--- src/design/rtc_regs_pkg.sv ---
// Package with register map, field positions and shared types of the RTC block
package rtc_regs_pkg;

    // Register addresses
    localparam logic [7:0] ADDR_DEVICE_STATUS      = 8'h03;
    localparam logic [7:0] ADDR_SOFT_RESET_CONTROL = 8'h04;
    localparam logic [7:0] ADDR_SECONDS_COUNT      = 8'h08;
    localparam logic [7:0] ADDR_MINUTES_COUNT      = 8'h09;

    // Field positions
    localparam int NVM_BUSY_BIT       = 7;
    localparam int POWERUP_BIT        = 5;
    localparam int RESET_ORIGIN_BIT   = 4;
    localparam int LOW_SUPPLY_TWO_BIT = 3;
    localparam int LOW_SUPPLY_ONE_BIT = 2;
    localparam int SOFT_RESET_BIT     = 4;

    // Values
    localparam logic [7:0] READ_ZERO     = 8'h00;
    localparam logic [3:0] BCD_NINE      = 4'h9;
    localparam logic [2:0] BCD_FIVE      = 3'h5;
    localparam logic [3:0] BCD_ZERO      = 4'h0;
    localparam logic [2:0] TENS_ZERO     = 3'h0;

    // One BCD count value 0..59
    typedef struct packed {
        logic [2:0] tens;
        logic [3:0] units;
    } bcd60_type;

    // Host register access
    typedef struct packed {
        logic       wr;
        logic       rd;
        logic [7:0] addr;
        logic [7:0] wdata;
    } reg_req_type;

    // Soft reset sequencer states, one bit changes per step except SR_RESTART to SR_IDLE
    typedef enum logic [1:0] {
        SR_IDLE    = 2'b00,
        SR_RESET   = 2'b01,
        SR_RESTART = 2'b11
    } soft_reset_state_type;

endpackage

--- src/design/rtc_status_reset_and_time_regs.sv ---
// RTC status, soft reset control and seconds/minutes registers
`timescale 1ns/1ps

module rtc_status_reset_and_time_regs (
    // Clock and reset
    input  wire logic                       clk_sys_i,
    input  wire logic                       rst_i,
    // Host register access
    input  wire rtc_regs_pkg::reg_req_type  req_i,
    output logic [7:0]                      rdata_o,
    // Watch tick and status sources
    input  wire logic                       tick_1hz_i,
    input  wire logic                       nvm_transfer_i,
    input  wire logic                       nvm_refresh_i,
    input  wire logic                       low_supply_level_two_flag_i,
    input  wire logic                       low_supply_level_one_flag_i,
    // System reset of the logic
    output logic                            system_reset_o
);

    ////////////////////////////////////////////////////////////////////////
    // Functions

    function automatic rtc_regs_pkg::bcd60_type bcd_inc(
        input rtc_regs_pkg::bcd60_type v);
        rtc_regs_pkg::bcd60_type r;
        r = v;
        if (v.units == rtc_regs_pkg::BCD_NINE) begin
            r.units = rtc_regs_pkg::BCD_ZERO;
            if (v.tens == rtc_regs_pkg::BCD_FIVE) begin
                r.tens = rtc_regs_pkg::TENS_ZERO;
            end else begin
                r.tens = v.tens + 3'h1;
            end
        end else begin
            r.units = v.units + 4'h1;
        end
        return r;
    endfunction

    function automatic logic is_wrap(input rtc_regs_pkg::bcd60_type v);
        return (v.tens == rtc_regs_pkg::BCD_FIVE) &&
               (v.units == rtc_regs_pkg::BCD_NINE);
    endfunction

    ////////////////////////////////////////////////////////////////////////
    // State

    rtc_regs_pkg::soft_reset_state_type sr_state_q;
    rtc_regs_pkg::soft_reset_state_type sr_state_d;
    logic                               soft_reset_trigger_q;
    logic                               soft_reset_trigger_d;
    logic                               reset_origin_flag_q;
    logic                               reset_origin_flag_d;
    logic                               powerup_flag_q;
    logic                               powerup_flag_d;
    rtc_regs_pkg::bcd60_type            seconds_q;
    rtc_regs_pkg::bcd60_type            seconds_d;
    rtc_regs_pkg::bcd60_type            minutes_q;
    rtc_regs_pkg::bcd60_type            minutes_d;
    logic [7:0]                         rdata_q;
    logic [7:0]                         rdata_d;
    logic                               sysrst_q;
    logic                               sysrst_d;

    logic wr_status;
    logic wr_reset;
    logic wr_sec;
    logic wr_min;

    ////////////////////////////////////////////////////////////////////////
    // Address decode

    always_comb begin
        wr_status = 1'b0;
        wr_reset  = 1'b0;
        wr_sec    = 1'b0;
        wr_min    = 1'b0;
        if (req_i.addr == rtc_regs_pkg::ADDR_DEVICE_STATUS) begin
            wr_status = req_i.wr;
        end else if (req_i.addr == rtc_regs_pkg::ADDR_SOFT_RESET_CONTROL) begin
            wr_reset = req_i.wr;
        end else if (req_i.addr == rtc_regs_pkg::ADDR_SECONDS_COUNT) begin
            wr_sec = req_i.wr;
        end else if (req_i.addr == rtc_regs_pkg::ADDR_MINUTES_COUNT) begin
            wr_min = req_i.wr;
        end
    end

    ////////////////////////////////////////////////////////////////////////
    // Soft reset sequencer and status flags

    always_comb begin
        sr_state_d           = sr_state_q;
        soft_reset_trigger_d = soft_reset_trigger_q;
        reset_origin_flag_d  = reset_origin_flag_q;
        powerup_flag_d       = powerup_flag_q;
        sysrst_d             = 1'b0;
        // Host may clear the origin flags by writing zero
        if (wr_status) begin
            if (!req_i.wdata[rtc_regs_pkg::POWERUP_BIT]) begin
                powerup_flag_d = 1'b0;
            end
            if (!req_i.wdata[rtc_regs_pkg::RESET_ORIGIN_BIT]) begin
                reset_origin_flag_d = 1'b0;
            end
        end
        case (sr_state_q)
            rtc_regs_pkg::SR_IDLE: begin
                // A trigger while a sequence runs is ignored
                if (wr_reset &&
                    req_i.wdata[rtc_regs_pkg::SOFT_RESET_BIT]) begin
                    soft_reset_trigger_d = 1'b1;
                    sr_state_d           = rtc_regs_pkg::SR_RESET;
                end
            end
            rtc_regs_pkg::SR_RESET: begin
                // One-cycle pulse; the time chain clears in this cycle
                sysrst_d   = 1'b1;
                sr_state_d = rtc_regs_pkg::SR_RESTART;
            end
            default: begin
                // Set after restart wins over a host clear in the same cycle
                soft_reset_trigger_d = 1'b0;
                reset_origin_flag_d  = 1'b1;
                sr_state_d           = rtc_regs_pkg::SR_IDLE;
            end
        endcase
    end

    ////////////////////////////////////////////////////////////////////////
    // Timekeeping chain

    always_comb begin
        seconds_d = seconds_q;
        minutes_d = minutes_q;
        if (sr_state_q == rtc_regs_pkg::SR_RESET) begin
            // System reset restarts the time chain
            seconds_d = '0;
            minutes_d = '0;
        end else begin
            if (tick_1hz_i) begin
                seconds_d = bcd_inc(seconds_q);
                if (is_wrap(seconds_q)) begin
                    minutes_d = bcd_inc(minutes_q);
                end
            end
            // Host write wins over the tick; stored as written, BCD
            // No range check: the host must write valid digits
            if (wr_sec) begin
                seconds_d = req_i.wdata[6:0];
            end
            if (wr_min) begin
                minutes_d = req_i.wdata[6:0];
            end
        end
    end

    ////////////////////////////////////////////////////////////////////////
    // Read data

    always_comb begin
        rdata_d = rtc_regs_pkg::READ_ZERO;
        if (req_i.rd) begin
            if (req_i.addr == rtc_regs_pkg::ADDR_DEVICE_STATUS) begin
                // Busy is a live view of the sources, not a stored flag
                rdata_d[rtc_regs_pkg::NVM_BUSY_BIT] =
                    nvm_transfer_i | nvm_refresh_i;
                rdata_d[rtc_regs_pkg::POWERUP_BIT]      = powerup_flag_q;
                rdata_d[rtc_regs_pkg::RESET_ORIGIN_BIT] = reset_origin_flag_q;
                rdata_d[rtc_regs_pkg::LOW_SUPPLY_TWO_BIT] =
                    low_supply_level_two_flag_i;
                rdata_d[rtc_regs_pkg::LOW_SUPPLY_ONE_BIT] =
                    low_supply_level_one_flag_i;
            end else if (req_i.addr ==
                         rtc_regs_pkg::ADDR_SOFT_RESET_CONTROL) begin
                rdata_d[rtc_regs_pkg::SOFT_RESET_BIT] = soft_reset_trigger_q;
            end else if (req_i.addr == rtc_regs_pkg::ADDR_SECONDS_COUNT) begin
                rdata_d[6:0] = seconds_q;
            end else if (req_i.addr == rtc_regs_pkg::ADDR_MINUTES_COUNT) begin
                rdata_d[6:0] = minutes_q;
            end
        end
    end

    ////////////////////////////////////////////////////////////////////////
    // Registers

    always_ff @(posedge clk_sys_i or posedge rst_i) begin
        if (rst_i) begin
            // Only power-on reset sets the powerup flag; soft reset does not
            sr_state_q           <= rtc_regs_pkg::SR_IDLE;
            soft_reset_trigger_q <= 1'b0;
            reset_origin_flag_q  <= 1'b0;
            powerup_flag_q       <= 1'b1;
            seconds_q            <= '0;
            minutes_q            <= '0;
            rdata_q              <= rtc_regs_pkg::READ_ZERO;
            sysrst_q             <= 1'b0;
        end else begin
            sr_state_q           <= sr_state_d;
            soft_reset_trigger_q <= soft_reset_trigger_d;
            reset_origin_flag_q  <= reset_origin_flag_d;
            powerup_flag_q       <= powerup_flag_d;
            seconds_q            <= seconds_d;
            minutes_q            <= minutes_d;
            rdata_q              <= rdata_d;
            sysrst_q             <= sysrst_d;
        end
    end

    assign rdata_o        = rdata_q;
    assign system_reset_o = sysrst_q;

endmodule // rtc_status_reset_and_time_regs

--- config.mk ---
export PLATFORM = sky130hd
export DESIGN_NAME = rtc_status_reset_and_time_regs
export DESIGN_NICKNAME = d
export VERILOG_FILES = /design/src/design/rtc_regs_pkg.sv /design/src/design/rtc_status_reset_and_time_regs.sv
export SDC_FILE = /design/constraint.sdc
export NUM_CORES = 1
export LEC_CHECK = 0
export ABC_AREA = 1
export BUFFER_PORTS_ARGS = -buffer_cell sky130_fd_sc_hd__clkbuf_2
export CORE_ASPECT_RATIO = 0.8
export CORE_MARGIN = 10
export CORE_UTILIZATION = 59
export CTS_CLUSTER_DIAMETER = 120
export DETAILED_ROUTE_END_ITERATION = 8
export PLACE_DENSITY = 0.84
export SYNTH_ARGS = -nofsm -noshare
export SYNTH_HDL_FRONTEND = slang
export SYNTH_SLANG_ARGS = --single-unit
--- constraint.sdc ---
create_clock -name clk_sys_i -period 3.3 [get_ports clk_sys_i]
set_input_delay 0.66 -clock clk_sys_i [delete_from_list [all_inputs] [get_ports clk_sys_i]]
set_output_delay 0.66 -clock clk_sys_i [all_outputs]
set_load 0.01 [all_outputs]
==> impl_metrics.prom, run 1 <==
# TYPE chip_impl_metric gauge
chip_impl_metric{name="route.detailed.drc",unit=""} 0
chip_impl_metric{name="routed-via-count",unit=""} 1769
chip_impl_metric{name="synth_seq_cells",unit=""} 28
chip_impl_metric{name="postCtsSetupRepairBufs",unit=""} 0
chip_impl_metric{name="max_freq",unit="GHz"} 0.564
chip_impl_info{name="layout.cells.most_common",value="sky130_fd_sc_hd__nand2_1"} 1
chip_impl_metric{name="async_reset_ff_share",unit="%"} 100
chip_impl_metric{name="place.port_buffers",unit=""} 32
chip_impl_metric{name="reg2regPathDepth",unit=""} 9
chip_impl_metric{name="final.setup_skew",unit="ns"} 0.00131
chip_impl_metric{name="layout_area_overhead",unit="%"} 12.5
chip_impl_metric{name="worstPathArrival",unit="ns"} 1.95
chip_impl_info{name="holdCritPathClass",value="reg -> reg"} 1
chip_impl_info{name="clock_tree_from_tritoncts",value="built"} 1
chip_impl_metric{name="antenna_diodes",unit=""} 0
chip_impl_metric{name="cts.hold.buffers_added",unit=""} 0
chip_impl_metric{name="grt_pass1_vias",unit=""} 1651
chip_impl_metric{name="clk_latency",unit="ns"} 0.28
chip_impl_info{name="crit_reg_reg_endpoint",value="minutes_q[0]$_DFFE_PP0P_"} 1
chip_impl_metric{name="fin_hold_ws",unit="ns"} 0.483
chip_impl_metric{name="dieArea",unit="mm^2"} 0.00569
chip_impl_metric{name="global_route.usage.total",unit="%"} 15.0
chip_impl_metric{name="worstMarginPinSlew",unit="ns"} 1.04
chip_impl_metric{name="timing.critical_path.fanout_max",unit=""} 11
chip_impl_metric{name="grt_antenna_before_repair",unit=""} 0
chip_impl_metric{name="fp-row-count",unit=""} 17
chip_impl_metric{name="synth-edff-count",unit=""} 0
chip_impl_info{name="worst_setup_path_end_kind",value="flop"} 1
chip_impl_info{name="regToRegStartpoint",value="seconds_q[1]$_DFFE_PP0P_"} 1
chip_impl_metric{name="r2r_setup_slk",unit="ns"} 1.70
chip_impl_metric{name="seq_area_frac_synth",unit="%"} 38.9
chip_impl_info{name="dominantRegCellSynth",value="sky130_fd_sc_hd__dfrtp_1"} 1
chip_impl_metric{name="postSynthCellCount",unit=""} 265
chip_impl_metric{name="synth.yosys.warnings",unit=""} 0
chip_impl_info{name="worstSetupStartpointType",value="input pin"} 1
chip_impl_metric{name="path_clk_slew",unit="ns"} 0.09
chip_impl_metric{name="fin_setup_tns",unit="ns"} 0
chip_impl_metric{name="power_leakage",unit="nW"} 1.15
chip_impl_metric{name="period_share",unit="%"} 53.7
chip_impl_metric{name="viasPerCell",unit=""} 5.30
chip_impl_metric{name="yosysTopAreaCellShare",unit="%"} 37.4
chip_impl_metric{name="drtIter0Drc",unit=""} 163
chip_impl_info{name="root_buffer",value="sky130_fd_sc_hd__clkbuf_8"} 1
chip_impl_metric{name="grt_max_degree",unit=""} 29
chip_impl_metric{name="drive_gt1_share",unit="%"} 18.6
chip_impl_metric{name="wirelength",unit="um"} 4140
chip_impl_metric{name="drtPass1Iterations",unit=""} 4
chip_impl_metric{name="clk_path_buf_depth",unit=""} 2
chip_impl_info{name="yosysTopAreaCell",value="sky130_fd_sc_hd__dfrtp_1"} 1
chip_impl_metric{name="cts_buf_count",unit=""} 3
chip_impl_metric{name="vdd.ir_drop.worst",unit="mV"} 0.376
chip_impl_metric{name="syn_area_per_cell",unit="um^2"} 6.81
chip_impl_metric{name="post-route-min-period",unit="ns"} 1.77
chip_impl_metric{name="routedWlPerCell",unit="um"} 12.4
chip_impl_metric{name="n_fill_cell",unit=""} 258
chip_impl_metric{name="setup_violations",unit=""} 0
chip_impl_metric{name="synthDistinctLibCells",unit=""} 25
chip_impl_info{name="grt_setup_unrepaired",value="no"} 1
chip_impl_metric{name="worst-endpoint-required",unit="ns"} 3.47
chip_impl_info{name="startpoint",value="req_i[10]"} 1
chip_impl_info{name="largest_cells_by_area_after_synthesis",value="sky130_fd_sc_hd__dfrtp_1, sky130_fd_sc_hd__nand2_1, sky130_fd_sc_hd__inv_1, sky130_fd_sc_hd__nand3_1, sky130_fd_sc_hd__a21oi_1"} 1
chip_impl_metric{name="first_pass_grt_wire_length",unit="um"} 7130
chip_impl_info{name="most-common-layout-cells",value="sky130_fd_sc_hd__nand2_1, sky130_fd_sc_hd__inv_1, sky130_fd_sc_hd__clkbuf_2, sky130_fd_sc_hd__nand3_1, sky130_fd_sc_hd__dfrtp_1"} 1
chip_impl_metric{name="maxSlewHeadroom",unit="%"} 30.4
chip_impl_info{name="critical_path_end",value="minutes_q[0]$_DFFE_PP0P_"} 1
chip_impl_metric{name="cts-resized-gates",unit=""} 0
chip_impl_metric{name="grt_remaining_overflow",unit=""} 0
chip_impl_metric{name="floorplan.die.height",unit="um"} 69.5
chip_impl_info{name="worstSetupPathType",value="in -> reg"} 1
chip_impl_metric{name="gpl.final_weighted_congestion",unit=""} 0.896
chip_impl_metric{name="initial_core_util",unit="%"} 63.3
chip_impl_metric{name="power.density_cell_area",unit="mW/mm^2"} 474
chip_impl_metric{name="syn-num-nets",unit=""} 294
chip_impl_metric{name="design.core.area",unit="mm^2"} 0.00285
chip_impl_info{name="run_status",value="completed"} 1
chip_impl_metric{name="maxCapViolCount",unit=""} 0
chip_impl_metric{name="boundaryPins",unit=""} 34
chip_impl_metric{name="num-nets-final",unit=""} 326
chip_impl_metric{name="detailed_placement_wirelength_estimate",unit="um"} 3200
chip_impl_metric{name="synth.cell_area",unit="mm^2"} 0.00181
chip_impl_metric{name="h-tree-depth",unit=""} 1
chip_impl_metric{name="slew_violations",unit=""} 0
chip_impl_metric{name="clock_sink_count",unit=""} 28
chip_impl_metric{name="postRouteAntennaNets",unit=""} 0
chip_impl_metric{name="chipWidth",unit="um"} 81.8
chip_impl_metric{name="timing_hold_violations_final",unit=""} 0
[metal layers]
layer	track usage [%]	share of wire, %	vias up
met5	0	0	-
met4	3.37	0.60	0
met3	4.65	10	4
met2	23.1	46	61
met1	19.8	44	814
li1	-	-	890
[logic make-up (layout without fill, tap and decap cells)]
logic type	count (synthesis)	in the layout	share of synthesized area, %
compound gates	26	26	7.62
flops	28	28	38.9
xor+xnor	1	1	0.485
buf+inv	49	80	11.2
fa+ha+maj	4	4	2.77
simple gates	157	157	39.0
[report_power, final]
group | internal (mW) | total, mW | leakage (nW) | switching [mW]
sequential | 0.397 | 0.476 | 0.371 | 0.0791
clock | 0.107 | 0.213 | 0.0288 | 0.106
combinational | 0.116 | 0.273 | 0.749 | 0.157
total | 0.621 | 0.963 | 1.15 | 0.342
[through the flow]
step	total power [mW]	cells	setup WS (ns)	area (um^2)	utilization [%]
after floorplan	0.676	265	1.78	1810	-
after global placement	0.742	330	1.29	1980	69.3
after detailed placement	0.751	330	1.27	1980	69.3
after CTS	0.964	334	1.57	2030	71.2
after global routing	1.05	334	1.40	2030	71.2
final	0.963	334	1.53	2030	71.2
[layout make-up]
| type | count | area [um^2] | area share (%) |
|---|---|---|---|
| Sequential cell | 28 | 702 | 34.6 |
| Timing Repair Buffer | 32 | 160 | 7.89 |
| Clock buffer | 4 | 55.1 | 2.71 |
| Multi-Input combinational cell | 188 | 901 | 44.4 |
| Inverter | 44 | 165 | 8.13 |
| Tap cell | 38 | 47.5 | 2.34 |
[cell usage after synthesis (4+ instances only)]
cell type                  n
sky130_fd_sc_hd__a21oi_1  14
sky130_fd_sc_hd__dfrtp_1  27
sky130_fd_sc_hd__ha_1      4
sky130_fd_sc_hd__inv_1    42
sky130_fd_sc_hd__nand2_1  90
sky130_fd_sc_hd__nand2_2   4
sky130_fd_sc_hd__nand3_1  31
sky130_fd_sc_hd__nand4_1   7
sky130_fd_sc_hd__nor2_1   12
sky130_fd_sc_hd__nor2_2    5
sky130_fd_sc_hd__o21ai_0   6
[registers in the layout, indices dropped and copies added (netlist names)]
register / cells
minutes_q: 7
powerup_flag_q: 1
rdata_o: 8
reset_origin_flag_q: 1
seconds_q: 7
soft_reset_trigger_q: 1
sr_state_q: 2
system_reset_o: 1
[worst min path at each step]
stage,startpoint,endpoint,cells past startpoint
2_1_floorplan,powerup_flag_q$_DFFE_PP1P_,powerup_flag_q$_DFFE_PP1P_,2
3_3_place_gp,powerup_flag_q$_DFFE_PP1P_,powerup_flag_q$_DFFE_PP1P_,2
3_5_place_dp,powerup_flag_q$_DFFE_PP1P_,powerup_flag_q$_DFFE_PP1P_,2
4_1_cts,powerup_flag_q$_DFFE_PP1P_,powerup_flag_q$_DFFE_PP1P_,2
5_1_grt,powerup_flag_q$_DFFE_PP1P_,powerup_flag_q$_DFFE_PP1P_,2
6_report,powerup_flag_q$_DFFE_PP1P_,powerup_flag_q$_DFFE_PP1P_,2
[worst max-delay path, stage by stage]
cell                       delay [ns]
sky130_fd_sc_hd__clkbuf_2        0.11
sky130_fd_sc_hd__inv_1           0.07
sky130_fd_sc_hd__nand2_1         0.08
sky130_fd_sc_hd__nor2_2          0.15
sky130_fd_sc_hd__nand3_1         0.34
sky130_fd_sc_hd__nand3_1         0.29
sky130_fd_sc_hd__inv_1           0.12
sky130_fd_sc_hd__nand2_1         0.08
sky130_fd_sc_hd__nand2_1         0.06
Power figures use the tool's default switching activity.
==> run 2: changes to the inputs <==
Settings changed: CORE_UTILIZATION 59 to 50, PLACE_DENSITY 0.84 to 0.76.
Clock period 3.3 ns to 1.54 ns, I/O delays scaled along.
==> impl_metrics.prom, run 2 (same netlist as run 1, synthesis figures left out) <==
# TYPE chip_impl_metric gauge
chip_impl_metric{name="design.core.area",unit="mm^2"} 0.00345
chip_impl_metric{name="fin_hold_ws",unit="ns"} 0.0637
chip_impl_metric{name="grt_antenna_before_repair",unit=""} 0
chip_impl_metric{name="global_route.usage.total",unit="%"} 14.7
chip_impl_metric{name="grt_remaining_overflow",unit=""} 0
chip_impl_metric{name="slew_violations",unit=""} 0
chip_impl_metric{name="boundaryPins",unit=""} 34
chip_impl_metric{name="timing_hold_violations_final",unit=""} 0
chip_impl_metric{name="cts.hold.buffers_added",unit=""} 0
chip_impl_info{name="run_status",value="completed"} 1
chip_impl_info{name="critical_path.cell_chain",value="inv_1, ha_1, nand3_2, nor2_4, nand2_1, nand3_1, buf_4, nand4_1, nand2_1"} 1
chip_impl_metric{name="routed-via-count",unit=""} 1776
chip_impl_metric{name="final.setup_skew",unit="ns"} 0.00449
chip_impl_metric{name="dpl-instance-area",unit="mm^2"} 0.00209
chip_impl_metric{name="power.density_cell_area",unit="mW/mm^2"} 1000
chip_impl_info{name="root_buffer",value="sky130_fd_sc_hd__clkbuf_8"} 1
chip_impl_metric{name="critPathMaxStageDelay",unit="ns"} 0.39
chip_impl_metric{name="dpl.cell_count",unit=""} 348
chip_impl_info{name="grt_setup_unrepaired",value="yes"} 1
chip_impl_info{name="worst_path_most_repeated_cell",value="sky130_fd_sc_hd__nand2_1"} 1
chip_impl_metric{name="setup_violations",unit=""} 0
chip_impl_metric{name="path_clk_slew",unit="ns"} 0.09
chip_impl_metric{name="grt_pass1_vias",unit=""} 1726
chip_impl_metric{name="final_design_area_no_fill",unit="mm^2"} 0.00215
chip_impl_metric{name="drtPass1Iterations",unit=""} 4
chip_impl_metric{name="r2r_setup_slk",unit="ns"} 0.09
chip_impl_metric{name="postRouteAntennaNets",unit=""} 0
chip_impl_metric{name="first_pass_grt_wire_length",unit="um"} 7760
chip_impl_metric{name="postCtsSetupRepairBufs",unit=""} 0
chip_impl_metric{name="viasPerCell",unit=""} 5.05
chip_impl_metric{name="power_leakage",unit="nW"} 1.22
chip_impl_metric{name="worstPathArrival",unit="ns"} 1.66
chip_impl_metric{name="cts-resized-gates",unit=""} 0
chip_impl_metric{name="maxCapViolCount",unit=""} 0
chip_impl_info{name="clock_tree_from_tritoncts",value="built"} 1
chip_impl_metric{name="gpl.final_weighted_congestion",unit=""} 0.907
chip_impl_info{name="layout.cells.most_common",value="sky130_fd_sc_hd__nand2_1"} 1
chip_impl_metric{name="post-route-min-period",unit="ns"} 1.45
chip_impl_metric{name="routedWlPerCell",unit="um"} 12.9
chip_impl_info{name="worstSetupPathType",value="reg -> reg"} 1
chip_impl_metric{name="initial_core_util",unit="%"} 52.4
chip_impl_info{name="holdCritPathClass",value="in -> async"} 1
chip_impl_metric{name="detailed_placement_wirelength_estimate",unit="um"} 3650
chip_impl_metric{name="clk_path_buf_depth",unit=""} 2
chip_impl_metric{name="h-tree-depth",unit=""} 1
chip_impl_metric{name="period_share",unit="%"} 93.9
chip_impl_metric{name="max_freq",unit="GHz"} 0.691
chip_impl_metric{name="maxSlewHeadroom",unit="%"} 75.9
chip_impl_metric{name="floorplan.die.height",unit="um"} 73.7
chip_impl_metric{name="grt_max_degree",unit=""} 29
chip_impl_info{name="most-common-layout-cells",value="sky130_fd_sc_hd__nand2_1, sky130_fd_sc_hd__inv_1, sky130_fd_sc_hd__clkbuf_2, sky130_fd_sc_hd__nand3_1, sky130_fd_sc_hd__dfrtp_1"} 1
chip_impl_metric{name="vdd.ir_drop.worst",unit="mV"} 0.607
chip_impl_metric{name="chipWidth",unit="um"} 87.2
chip_impl_metric{name="drtIter0Drc",unit=""} 103
chip_impl_metric{name="largest_register_ffs",unit=""} 8
chip_impl_metric{name="clk_latency",unit="ns"} 0.27
chip_impl_metric{name="layout_area_overhead",unit="%"} 19.2
chip_impl_info{name="worstSetupStartpointType",value="flop"} 1
chip_impl_metric{name="cts_buf_count",unit=""} 3
chip_impl_metric{name="antenna_diodes",unit=""} 0
chip_impl_metric{name="worst-endpoint-required",unit="ns"} 1.76
chip_impl_metric{name="fp-row-count",unit=""} 19
chip_impl_metric{name="num-nets-final",unit=""} 340
chip_impl_metric{name="dieArea",unit="mm^2"} 0.00643
chip_impl_metric{name="finish.cell_count_without_fillers",unit=""} 352
chip_impl_metric{name="wirelength",unit="um"} 4530
chip_impl_metric{name="clock_sink_count",unit=""} 28
chip_impl_metric{name="place.port_buffers",unit=""} 32
chip_impl_metric{name="drive_gt1_share",unit="%"} 22.9
chip_impl_metric{name="route.detailed.drc",unit=""} 0
chip_impl_info{name="worst_setup_path_end_kind",value="flop"} 1
chip_impl_info{name="worst_path_max_delay_cell",value="sky130_fd_sc_hd__dfrtp_1"} 1
chip_impl_metric{name="worstMarginPinSlew",unit="ns"} 0.362
chip_impl_metric{name="timing.critical_path.fanout_max",unit=""} 4
run 2: per-stage QoR:
step / power (mW) / TNS (ns) / utilization, % / worst slack [ns]
6_report: 2.15 / 0 / 62.4 / 0.0936
5_1_grt: 2.32 / -0.0126 / 62.4 / -0.0126
4_1_cts: 2.16 / 0 / 62.1 / 0.103
3_5_place_dp: 1.70 / 0 / 60.5 / 0.0104
3_3_place_gp: 1.68 / 0 / 60.5 / 0.0350
2_1_floorplan: 1.45 / 0 / - / 0.220
run 2: power by group:
| group | total, mW | internal, mW | switching, mW |
|---|---|---|---|
| Clock | 0.450 | 0.229 | 0.221 |
| Combinational | 0.728 | 0.315 | 0.413 |
| Sequential | 0.974 | 0.852 | 0.122 |
| Total | 2.15 | 1.40 | 0.756 |
run 2: worst paths after layout:
path	from	depth (start not counted)	endpoint
min in group clk_sys_i	req_i[16]	3	rdata_o[5]$_DFF_PP0_
worst max register to register	seconds_q[1]$_DFFE_PP0P_	9	minutes_q[3]$_DFFE_PP0P_
worst min-delay path	rst_i	3	rdata_o[4]$_DFF_PP0_
worst min register to register	powerup_flag_q$_DFFE_PP1P_	2	powerup_flag_q$_DFFE_PP1P_
max in group asynchronous	rst_i	3	powerup_flag_q$_DFFE_PP1P_
worst max-delay path	seconds_q[1]$_DFFE_PP0P_	9	minutes_q[3]$_DFFE_PP0P_
run 2: metal layers:
metal	GRT usage, %	routed length, um	share of wire [%]	vias to the layer above
li1	-	-	-	920
met4	1.77	8	0.18	0
met2	24.1	2070	46	48
met3	5.41	370	8.2	2
met5	0	0	0	-
met1	18.6	2080	46	806
run 2: final cells by class:
type                       instances  area (um^2)
fill                             316         1290
timing repair buffer              46          265
clock buffer                       4         55.1
tap                               42         52.6
inverter                          44          165
sequential                        28          703
multi-input combinational        188          911
run 2: worst max-delay path, delay by kind of cell (launching register included):
family        cells  cell delay [ns]
simple gates      6             0.65
fa+ha+maj         1             0.15
flops             1             0.39
buf+inv           2             0.20
